--- src/fp_compare_pkg.sv ---
// shared constants and encodings for the floating point compare unit
package fp_compare_pkg;

   // ==========================================================
   // operand formats and predicate select fields
   // ==========================================================
   localparam logic [1:0] FMT_SINGLE        = 2'h0;
   localparam logic [1:0] FMT_DOUBLE        = 2'h1;
   localparam logic [1:0] FMT_PAIRED_SINGLE = 2'h2;
   localparam int         PRED_UNORD_BIT    = 0;
   localparam int         PRED_EQUAL_BIT    = 1;
   localparam int         PRED_LESS_BIT     = 2;
   localparam int         PRED_SIGNAL_BIT   = 3;
   localparam int         FLAG_COUNT        = 8;
   localparam int         FLAG_IDX_W        = 3;

   // ==========================================================
   // floating point layouts
   // ==========================================================
   localparam int SGL_EXP_W = 8;
   localparam int SGL_MAN_W = 23;
   localparam int DBL_EXP_W = 11;
   localparam int DBL_MAN_W = 52;
   localparam int SGL_W     = 32;
   localparam int DBL_W     = 64;

   // ==========================================================
   // exception causes
   // ==========================================================
   localparam logic [1:0] CAUSE_NONE        = 2'h0;
   localparam logic [1:0] CAUSE_COP_UNUSABLE = 2'h1;
   localparam logic [1:0] CAUSE_RESERVED    = 2'h2;
   localparam logic [1:0] CAUSE_INVALID     = 2'h3;

   // ==========================================================
   // register map (byte addresses) and fields
   // ==========================================================
   localparam int          ADDR_W          = 4;
   localparam logic [3:0]  REG_CSR         = 4'h0;
   localparam logic [3:0]  REG_IRQ_STATUS  = 4'h4;
   localparam logic [3:0]  REG_IRQ_MASK    = 4'h8;
   localparam int          CSR_INV_FLAG    = 0;
   localparam int          CSR_INV_EN      = 1;
   localparam int          CSR_CC_LSB      = 8;
   localparam int          IRQ_W           = 3;
   localparam int          IRQ_DONE        = 0;
   localparam int          IRQ_INVALID     = 1;
   localparam int          IRQ_EXC         = 2;
   localparam logic [7:0]  CC_RESET        = 8'h00;
   localparam logic [2:0]  IRQ_MASK_RESET  = 3'h0;
   localparam logic [31:0] RDATA_ZERO      = 32'h0000_0000;

endpackage : fp_compare_pkg

--- src/fp_compare_predicate.sv ---
// floating point compare unit with condition codes and register slave
module fp_compare_predicate
   import fp_compare_pkg::*;
#(
   parameter bit NAN_QUIET_HIGH = 1'b1
) (
   input  wire logic                  clock,
   input  wire logic                  arst_n,
   // compare issue port
   input  wire logic                  issue_valid,
   input  wire logic [1:0]            operand_format,
   input  wire logic [3:0]            predicate_select,
   input  wire logic [FLAG_IDX_W-1:0] flag_index,
   input  wire logic [DBL_W-1:0]      first_source,
   input  wire logic [DBL_W-1:0]      second_source,
   input  wire logic                  cop_usable,
   input  wire logic                  unimpl_request,
   // compare results
   output logic                       done,
   output logic                       outcome,
   output logic                       exc_taken,
   output logic [1:0]                 exc_cause,
   output logic                       exc_unimplemented,
   output logic [FLAG_COUNT-1:0]      cond_codes,
   // avalon-mm slave
   input  wire logic [ADDR_W-1:0]     avs_address,
   input  wire logic                  avs_read,
   input  wire logic                  avs_write,
   input  wire logic [31:0]           avs_writedata,
   output logic [31:0]                avs_readdata,
   output logic                       avs_waitrequest,
   output logic                       irq
);

   // ==========================================================
   // state
   // ==========================================================
   typedef struct packed {
      logic [FLAG_COUNT-1:0] cc;
      logic                  inv_flag;
      logic                  inv_en;
      logic [IRQ_W-1:0]      irq_status;
      logic [IRQ_W-1:0]      irq_mask;
      logic                  irq;
      logic                  done;
      logic                  outcome;
      logic                  exc_taken;
      logic [1:0]            exc_cause;
      logic                  exc_unimpl;
      logic                  waitreq;
      logic [31:0]           rdata;
   } state_t;

   state_t s_q;
   state_t s_d;

   // ==========================================================
   // ordering relations: one double lane, two single lanes
   // ==========================================================
   logic       dbl_less;
   logic       dbl_equal;
   logic       dbl_unord;
   logic       dbl_snan;
   logic       dbl_qnan;
   logic [1:0] sgl_less;
   logic [1:0] sgl_equal;
   logic [1:0] sgl_unord;
   logic [1:0] sgl_snan;
   logic [1:0] sgl_qnan;

   fp_order_lane #(
      .EXP_W          (DBL_EXP_W),
      .MAN_W          (DBL_MAN_W),
      .NAN_QUIET_HIGH (NAN_QUIET_HIGH)
   ) u_dbl_lane (
      .op_a      (first_source),
      .op_b      (second_source),
      .less      (dbl_less),
      .equal     (dbl_equal),
      .unordered (dbl_unord),
      .snan_any  (dbl_snan),
      .qnan_any  (dbl_qnan)
   );

   for (genvar h = 0; h < 2; h++) begin : g_half
      fp_order_lane #(
         .EXP_W          (SGL_EXP_W),
         .MAN_W          (SGL_MAN_W),
         .NAN_QUIET_HIGH (NAN_QUIET_HIGH)
      ) u_sgl_lane (
         .op_a      (first_source[h*SGL_W +: SGL_W]),
         .op_b      (second_source[h*SGL_W +: SGL_W]),
         .less      (sgl_less[h]),
         .equal     (sgl_equal[h]),
         .unordered (sgl_unord[h]),
         .snan_any  (sgl_snan[h]),
         .qnan_any  (sgl_qnan[h])
      );
   end

   // ==========================================================
   // predicate evaluation
   // ==========================================================
   function automatic logic eval_pred(input logic [3:0] sel, input logic lt,
                                      input logic eq, input logic un);
      eval_pred = (sel[PRED_LESS_BIT] && lt) || (sel[PRED_EQUAL_BIT] && eq)
                  || (sel[PRED_UNORD_BIT] && un);
   endfunction : eval_pred

   function automatic logic raise_inv(input logic [3:0] sel, input logic sn,
                                      input logic qn);
      raise_inv = sn || (sel[PRED_SIGNAL_BIT] && qn);
   endfunction : raise_inv

   // ==========================================================
   // per-lane results: one per single half, one for the double lane
   // ==========================================================
   logic [1:0] half_res;
   logic [1:0] half_inv;
   logic       dbl_res;
   logic       dbl_inv;

   for (genvar h = 0; h < 2; h++) begin : g_eval
      assign half_res[h] = eval_pred(predicate_select, sgl_less[h], sgl_equal[h],
                                     sgl_unord[h]);
      assign half_inv[h] = raise_inv(predicate_select, sgl_snan[h], sgl_qnan[h]);
   end

   assign dbl_res = eval_pred(predicate_select, dbl_less, dbl_equal, dbl_unord);
   assign dbl_inv = raise_inv(predicate_select, dbl_snan, dbl_qnan);

   // ==========================================================
   // format selection
   // ==========================================================
   logic                  res_lo;
   logic                  res_hi;
   logic                  invalid;
   logic                  fmt_ok;
   logic [FLAG_IDX_W-1:0] idx_hi;

   always_comb begin
      res_lo  = 1'b0;
      res_hi  = 1'b0;
      invalid = 1'b0;
      fmt_ok  = 1'b1;
      // odd index: both halves land on one bit, the high half last
      idx_hi  = flag_index | {{(FLAG_IDX_W-1){1'b0}}, 1'b1};
      case (operand_format)
         FMT_SINGLE: begin
            res_lo  = half_res[0];
            invalid = half_inv[0];
         end
         FMT_DOUBLE: begin
            res_lo  = dbl_res;
            invalid = dbl_inv;
         end
         FMT_PAIRED_SINGLE: begin
            res_lo  = half_res[0];
            res_hi  = half_res[1];
            invalid = |half_inv;
         end
         default: begin
            fmt_ok = 1'b0;
         end
      endcase
   end

   // ==========================================================
   // bus answer: waitrequest drops for one cycle per request
   // ==========================================================
   logic bus_req;
   logic bus_answer;

   assign bus_req    = avs_read || avs_write;
   assign bus_answer = bus_req && s_q.waitreq;

   // ==========================================================
   // bus decode helpers
   // ==========================================================
   logic        bus_commit;
   logic        wr_csr;
   logic        wr_status;
   logic        wr_mask;
   logic [31:0] rd_value;

   always_comb begin
      // a write lands only at the edge where waitrequest is low; read data is captured one edge earlier
      bus_commit = bus_req && !s_q.waitreq;
      wr_csr     = 1'b0;
      wr_status  = 1'b0;
      wr_mask    = 1'b0;
      rd_value   = RDATA_ZERO;
      if (avs_address == REG_CSR) begin
         wr_csr   = avs_write && bus_commit;
         rd_value[CSR_INV_FLAG] = s_q.inv_flag;
         rd_value[CSR_INV_EN]   = s_q.inv_en;
         rd_value[CSR_CC_LSB +: FLAG_COUNT] = s_q.cc;
      end else if (avs_address == REG_IRQ_STATUS) begin
         wr_status = avs_write && bus_commit;
         rd_value[IRQ_W-1:0] = s_q.irq_status;
      end else if (avs_address == REG_IRQ_MASK) begin
         wr_mask  = avs_write && bus_commit;
         rd_value[IRQ_W-1:0] = s_q.irq_mask;
      end else begin
         // unmapped offsets read as zero, writes to them are dropped
         rd_value = RDATA_ZERO;
      end
   end

   // ==========================================================
   // exception priority: usability, format, unimplemented
   // ==========================================================
   logic       pre_exc;
   logic [1:0] pre_cause;
   logic       pre_unimpl;

   always_comb begin
      pre_exc    = 1'b1;
      pre_cause  = CAUSE_NONE;
      pre_unimpl = 1'b0;
      if (!cop_usable) begin
         pre_cause = CAUSE_COP_UNUSABLE;
      end else if (!fmt_ok) begin
         pre_cause = CAUSE_RESERVED;
      end else if (unimpl_request) begin
         // unimplemented reports through its own pulse, cause stays none
         pre_unimpl = 1'b1;
      end else begin
         pre_exc = 1'b0;
      end
   end

   // ==========================================================
   // next state
   // ==========================================================
   logic             do_compare;
   logic             trap_inv;
   logic [IRQ_W-1:0] events;

   always_comb begin
      s_d        = s_q;
      do_compare = 1'b0;
      trap_inv   = 1'b0;
      events     = '0;
      s_d.done       = 1'b0;
      s_d.exc_taken  = 1'b0;
      s_d.exc_unimpl = 1'b0;

      if (bus_answer) begin
         s_d.waitreq = 1'b0;
         s_d.rdata   = rd_value;
      end else begin
         s_d.waitreq = 1'b1;
      end

      // software writes first, hardware sets below win over clears
      if (wr_csr) begin
         s_d.inv_en = avs_writedata[CSR_INV_EN];
         if (avs_writedata[CSR_INV_FLAG]) begin
            s_d.inv_flag = 1'b0;
         end
      end
      if (wr_status) begin
         s_d.irq_status = s_q.irq_status & ~avs_writedata[IRQ_W-1:0];
      end
      if (wr_mask) begin
         s_d.irq_mask = avs_writedata[IRQ_W-1:0];
      end

      if (issue_valid) begin
         s_d.done       = 1'b1;
         s_d.outcome    = res_lo;
         s_d.exc_taken  = pre_exc;
         s_d.exc_cause  = pre_cause;
         s_d.exc_unimpl = pre_unimpl;
         events[IRQ_DONE] = 1'b1;
         do_compare = !pre_exc;
      end

      if (do_compare) begin
         if (invalid) begin
            s_d.inv_flag = 1'b1;
            events[IRQ_INVALID] = 1'b1;
            // enable as it stood before any csr write in this same cycle
            trap_inv = s_q.inv_en;
         end
         if (trap_inv) begin
            s_d.exc_taken = 1'b1;
            s_d.exc_cause = CAUSE_INVALID;
         end else if (operand_format == FMT_PAIRED_SINGLE) begin
            s_d.cc[flag_index] = res_lo;
            s_d.cc[idx_hi]     = res_hi;
         end else begin
            s_d.cc[flag_index] = res_lo;
         end
      end
      events[IRQ_EXC] = s_d.exc_taken;

      // a hardware event wins over a clear in the same cycle
      s_d.irq_status = s_d.irq_status | events;
      s_d.irq        = |(s_d.irq_status & s_d.irq_mask);
   end

   // ==========================================================
   // registers
   // ==========================================================
   always_ff @(posedge clock or negedge arst_n) begin
      if (!arst_n) begin
         s_q            <= '0;
         s_q.cc         <= CC_RESET;
         s_q.irq_mask   <= IRQ_MASK_RESET;
         // waitrequest idles high: a request is answered one edge later
         s_q.waitreq    <= 1'b1;
         s_q.rdata      <= RDATA_ZERO;
         s_q.exc_cause  <= CAUSE_NONE;
      end else begin
         s_q <= s_d;
      end
   end

   // ==========================================================
   // outputs
   // ==========================================================
   assign done              = s_q.done;
   assign outcome           = s_q.outcome;
   assign exc_taken         = s_q.exc_taken;
   assign exc_cause         = s_q.exc_cause;
   assign exc_unimplemented = s_q.exc_unimpl;
   assign cond_codes        = s_q.cc;
   assign avs_readdata      = s_q.rdata;
   assign avs_waitrequest   = s_q.waitreq;
   assign irq               = s_q.irq;

endmodule : fp_compare_predicate

--- src/fp_order_lane.sv ---
// ordering relations and nan detection for one ieee operand pair
module fp_order_lane
   import fp_compare_pkg::*;
#(
   parameter int EXP_W          = 8,
   parameter int MAN_W          = 23,
   parameter bit NAN_QUIET_HIGH = 1'b1
) (
   input  wire logic [EXP_W+MAN_W:0] op_a,
   input  wire logic [EXP_W+MAN_W:0] op_b,
   output logic                      less,
   output logic                      equal,
   output logic                      unordered,
   output logic                      snan_any,
   output logic                      qnan_any
);
   localparam int W = EXP_W + MAN_W + 1;

   logic             nan_a;
   logic             nan_b;
   logic             quiet_a;
   logic             quiet_b;
   logic [W-2:0]     mag_a;
   logic [W-2:0]     mag_b;
   logic             zeros;
   logic             mag_lt;
   logic             mag_gt;

   always_comb begin
      mag_a   = op_a[W-2:0];
      mag_b   = op_b[W-2:0];
      nan_a   = (&op_a[W-2:MAN_W]) && (op_a[MAN_W-1:0] != '0);
      nan_b   = (&op_b[W-2:MAN_W]) && (op_b[MAN_W-1:0] != '0);
      quiet_a = op_a[MAN_W-1] == NAN_QUIET_HIGH;
      quiet_b = op_b[MAN_W-1] == NAN_QUIET_HIGH;
      snan_any = (nan_a && !quiet_a) || (nan_b && !quiet_b);
      qnan_any = (nan_a && quiet_a) || (nan_b && quiet_b);
      // sign of zero is ignored
      zeros   = (mag_a == '0) && (mag_b == '0);
      mag_lt  = mag_a < mag_b;
      mag_gt  = mag_a > mag_b;
      if (nan_a || nan_b) begin
         less      = 1'b0;
         equal     = 1'b0;
         unordered = 1'b1;
      end else begin
         unordered = 1'b0;
         equal     = (op_a == op_b) || zeros;
         if (zeros) begin
            less = 1'b0;
         end else if (op_a[W-1] != op_b[W-1]) begin
            less = op_a[W-1];
         end else if (op_a[W-1]) begin
            less = mag_gt;
         end else begin
            less = mag_lt;
         end
      end
   end

endmodule : fp_order_lane

--- config.mk ---
export PLATFORM = sky130hd
export DESIGN_NAME = fp_compare_predicate
export DESIGN_NICKNAME = d
export VERILOG_FILES = /design/src/fp_compare_pkg.sv /design/src/fp_compare_predicate.sv /design/src/fp_order_lane.sv
export SDC_FILE = /design/constraint.sdc
export NUM_CORES = 1
export LEC_CHECK = 0
export BUFFER_PORTS_ARGS = -buffer_cell sky130_fd_sc_hd__buf_2
export CAP_MARGIN = 20
export CORE_MARGIN = 4
export CORE_UTILIZATION = 35
export DETAILED_ROUTE_END_ITERATION = 10
export GPL_TIMING_DRIVEN = 0
export HOLD_SLACK_MARGIN = 0.12
export PLACE_DENSITY_LB_ADDON = 0.3
export SYNTH_ARGS = -nofsm -noshare
export SYNTH_HDL_FRONTEND = slang
export SYNTH_SLANG_ARGS = --single-unit
--- constraint.sdc ---
create_clock -name clock -period 4.7 [get_ports clock]
set_clock_uncertainty 0.05 [all_clocks]
set_input_delay 0.47 -clock clock [delete_from_list [all_inputs] [get_ports clock]]
set_output_delay 0.47 -clock clock [all_outputs]
set_load 0.005 [all_outputs]
After elaboration in Yosys (flattened, before gate mapping). Cells that the tools add are included.

Reductions and logical operators: 93. Order comparisons: 10. Multiplexer cells: 63. Bitwise gates (word level): 5. Eq/ne operators: 9.

Operator list (number): $logic_not 63->1 (2); $logic_not 31->1 (4); $reduce_bool 52->1 (2); $reduce_bool 23->1 (4); $eq 32x32->1 (2); $eq 64x64->1 (1); $gt 63x63->1 (1); $lt 63x63->1 (1); $gt 31x31->1 (2); $lt 31x31->1 (2); $mux 1 (44); $logic_and 1x1->1 (38); $reduce_and 8->1 (4); $logic_or 1x1->1 (22); $reduce_and 11->1 (2); $mux 3 (6); $bwmux 8 (2); $mux 8 (2); $logic_not 1->1 (8); $lt 3x4->1 const B (2); $mux 2 (4); $and 3x3->3 (2); $ge 3x1->1 const B (2); $mux 6 (1); 17 further kinds (20).

Output and inout bits: 48. Bits in registers: 40. Word-level logic and storage cells: 193. Input bits: 180.

Depth between registers and ports, before layout.
Word-level depth: 15. Gate-level depth with buffers: 11. Mapped depth without buffers: 11.

Cells and area by module. Synthesis repeated with hierarchy kept, for this count alone.

Cell total of the unflattened synthesis: 802. Area, all modules: 6173.4 um^2.

By module, submodules not included: fp_order_lane at u_dbl_lane (cells each 287, seq. area each 0.0 um^2, times used 1, area an instance 1974.4 um^2); fp_compare_predicate (cells each 189, seq. area each 877.1 um^2, times used 1, area an instance 1948.1 um^2); fp_order_lane at g_half[0].u_sgl_lane (cells each 163, seq. area each 0.0 um^2, times used 1, area an instance 1126.1 um^2); fp_order_lane at g_half[1].u_sgl_lane (cells each 163, seq. area each 0.0 um^2, times used 1, area an instance 1124.8 um^2).

Worst setup path before layout. OpenSTA, ideal clock, no wires.

Kind: input to register. Start: in second_source[32]. End: reg (tool-made name). Slack: 1.426 ns. Cell stages on the path: 9. Arrival time: 3.097 ns. Library setup time: 0.128 ns. Required time: 4.522 ns. Path buffers: 0. Cells stage by stage: or4_4 -> or4_4 -> o2111ai_1 -> o2111ai_2 -> a2111oi_4 -> a211oi_2 -> or3b_4 -> nor2_2 -> mux2_1.

RTL lines: start: declaration (RTL line fp_compare_predicate.sv:15) `input wire logic [DBL_W-1:0] second_source,`.

==> results.toml <==
[cells_and_area]
drive_gt1_share_pct = 32.9
ff_latch_area_um2 = 877
fillerInstances = 1189
postLayoutCoreUtil_pct = 46.3
final_area_mm2 = 0.00554
multi_input_area_mm2 = 0.00284
final_common_cell = "buf_2"
mostFrequentLayoutCells = "buf_2, inv_1, ha_1, nand2_1, buf_4"
syn2layout_area_growth_pct = 30.1
nNetsFinal = 987

[run]
cap_violations = 0

[pwr]
combPwrFrac_pct = 36.3
p_sw_mw = 0.334
p_leak_nw = 2.97
internal_power_mw = 0.743
vdd_drop_max_mv = 0.129
power.density_mw_per_mm2 = 194
sequentialPowerShare_pct = 34.0
swShare_pct = 31.0
power.share.clock_pct = 29.7

[floorplan]
rows = 40
start_util_pct = 35.6
core-area_mm2 = 0.0120
die_x_um = 118
die_area_mm2 = 0.0140
ios = 228
dieHeight_um = 118

[synthesis]
yosysSeqAreaShare_pct = 20.6
synth-edff-count = 0
netlist_area_mm2 = 0.00426
synth_ff_type = "dfrtp_1"
yosysUniqueCellTypes = 65
synth-seq-cells = 35
ys_warn_count = 0
ys_async_sr_fraction_pct = 100
netlist_instances = 541
syn_area_per_cell_um2 = 7.87

[clock_network]
ctsLongestPathBuffers = 2
cts_resized = 0
postCtsSetupBuffers = 0
cts-root-buf = "clkbuf_16"
cts.clk_slew.worst_paths_ns = 0.05
clk_latency_ns = 0.27
cts_sinks = 35
htree_levels = 2
cts_hold_buf = 0
cts_buffers = 5
cts_tree = "done"

[worst_setup_path]
critPathCaptureType = "flip-flop"
cp-start-kind = "input pin"
required_ns = 4.81
critPathKind = "in -> reg"
critical_path.max_fanout = 7
cp.arrival_ns = 3.59

[global_route]
grt_pass1_wl_um = 21800
grtUsageTotal_pct = 18.3
antenna_found_initial = 3
grt_pass1_vias = 4687
grt_max_degree = 36
grt-ovfl-total = 0

[min_path]
hp-class = "in -> async"

[placed_design]
port_buffers = 174
finalWeightedCongestion = 0.894
placed_area_mm2 = 0.00539
hpwl_um = 11800

[drt]
postRouteAntennaNets = 0
finalWirelength_um = 13200
viasPerCell = 5.20
first_pass_iters = 7
drtIter0Drc = 247
vias = 4634
drc_errors = 0
drt-wirelength-per-cell_um = 14.8

[timing]
min_period_ns = 3.48
finalCritPeriodShare_pct = 74.0
setup_viol_count_final = 0
fmax_mhz = 287
worst_slew_pin_slew_ns = 0.747
tns_ns = 0
max_slew_margin_pct = 50.2
hold_viol_final = 0
final_max_slew_viol_count = 0
grt_setup_unrepaired = "no"

[status]
status = "completed"
[worst max-delay path, stage by stage]
cell	delay (ns)
buf_2	0.11
nor4_1	0.50
nand4_1	0.20
nor4b_1	0.50
o22ai_1	0.26
a2111oi_2	0.47
a211oi_2	0.20
or3b_4	0.45
nor2_2	0.09
mux2_1	0.32
[stage by stage]
stage	hold slack (ns)	std cells	setup slack (ns)	total power [mW]
after detailed placement	0.427	883	0.923	0.760
final	0.207	892	1.22	1.08
after global routing	0.267	892	0.892	1.16
after CTS	0.240	891	1.20	1.09
after floorplan	0.124	561	1.43	0.582
after global placement	0.415	882	0.612	0.743
[cells by family (layout without fill, tap and decap cells)]
logic type      count (synthesis)  count (layout)  synth area share (%)
mux                            11              11                  2.85
simple gates                  191             191                  24.1
flops                          35              35                  20.6
other cells                     1              22                0.0880
compound gates                115             115                  18.8
xor+xnor                        1               1                 0.206
fa+ha+maj                      64              64                  18.8
buf+inv                       123             306                  14.5
[layer usage]
layer  vias up  GRT usage [%]  routed length (um)
met1      2139           22.0                5680
met3        19           3.88                 758
met5         -              0                  26
li1       2330              -                   -
met4         4           3.81                 167
met2       142           33.4                6530
[synthesized netlist by cell type, types with 3 or more instances]
| master | instances | share of area [%] |
|---|---|---|
| nand3_1 | 11 | 1.3 |
| or3_1 | 3 | 0.44 |
| nand4_1 | 31 | 4.6 |
| a22o_1 | 12 | 2.5 |
| nor3_1 | 14 | 1.6 |
| clkbuf_1 | 3 | 0.26 |
| nor4_1 | 34 | 5.0 |
| dfrtp_1 | 34 | 20 |
| o21ai_0 | 24 | 2.8 |
| nor2_1 | 29 | 2.6 |
| o21ai_1 | 7 | 0.82 |
| a21oi_1 | 27 | 3.2 |
| nor2b_1 | 4 | 0.59 |
| ha_1 | 64 | 19 |
| nand2_1 | 42 | 3.7 |
| mux2_2 | 8 | 2.1 |
| a31oi_1 | 3 | 0.44 |
| o2111ai_1 | 3 | 0.62 |
| inv_1 | 77 | 6.8 |
| buf_4 | 42 | 7.4 |
| nand3b_1 | 5 | 0.88 |
| a21o_1 | 6 | 1.1 |
[power groups by stage]
stage / combinational, mW / clock, mW / sequential, mW
4_1_cts: 0.392 / 0.327 / 0.366
2_1_floorplan: 0.218 / 0 / 0.364
5_1_grt: 0.443 / 0.343 / 0.372
3_5_place_dp: 0.390 / 0 / 0.371
6_report: 0.391 / 0.320 / 0.366
3_3_place_gp: 0.374 / 0 / 0.369
[area by class of cell]
type | count | share of cell area [%]
Multi-Input combinational cell | 403 | 51.2
Tap cell | 147 | 3.32
Clock inverter | 1 | 0.0903
Buffer | 46 | 5.96
Antenna cell | 1 | 0.0451
Timing Repair Buffer | 175 | 15.8
Inverter | 77 | 5.21
Clock buffer | 7 | 2.57
Sequential cell | 35 | 15.8
[worst paths after layout]
path                                   from           endpoint  slack [ns]  cells past startpoint
max in group asynchronous            arst_n    avs_readdata[1]        3.90                      1
min                                  arst_n  exc_unimplemented        0.21                      1
min in group clock              issue_valid               done        0.35                      1
max                        second_source[5]          flip-flop        1.22                     10
min reg2reg                         s_q[47]            s_q[47]        0.44                      1
max reg2reg                 avs_waitrequest                irq        2.42                      6
Power figures use the tool's default switching activity.
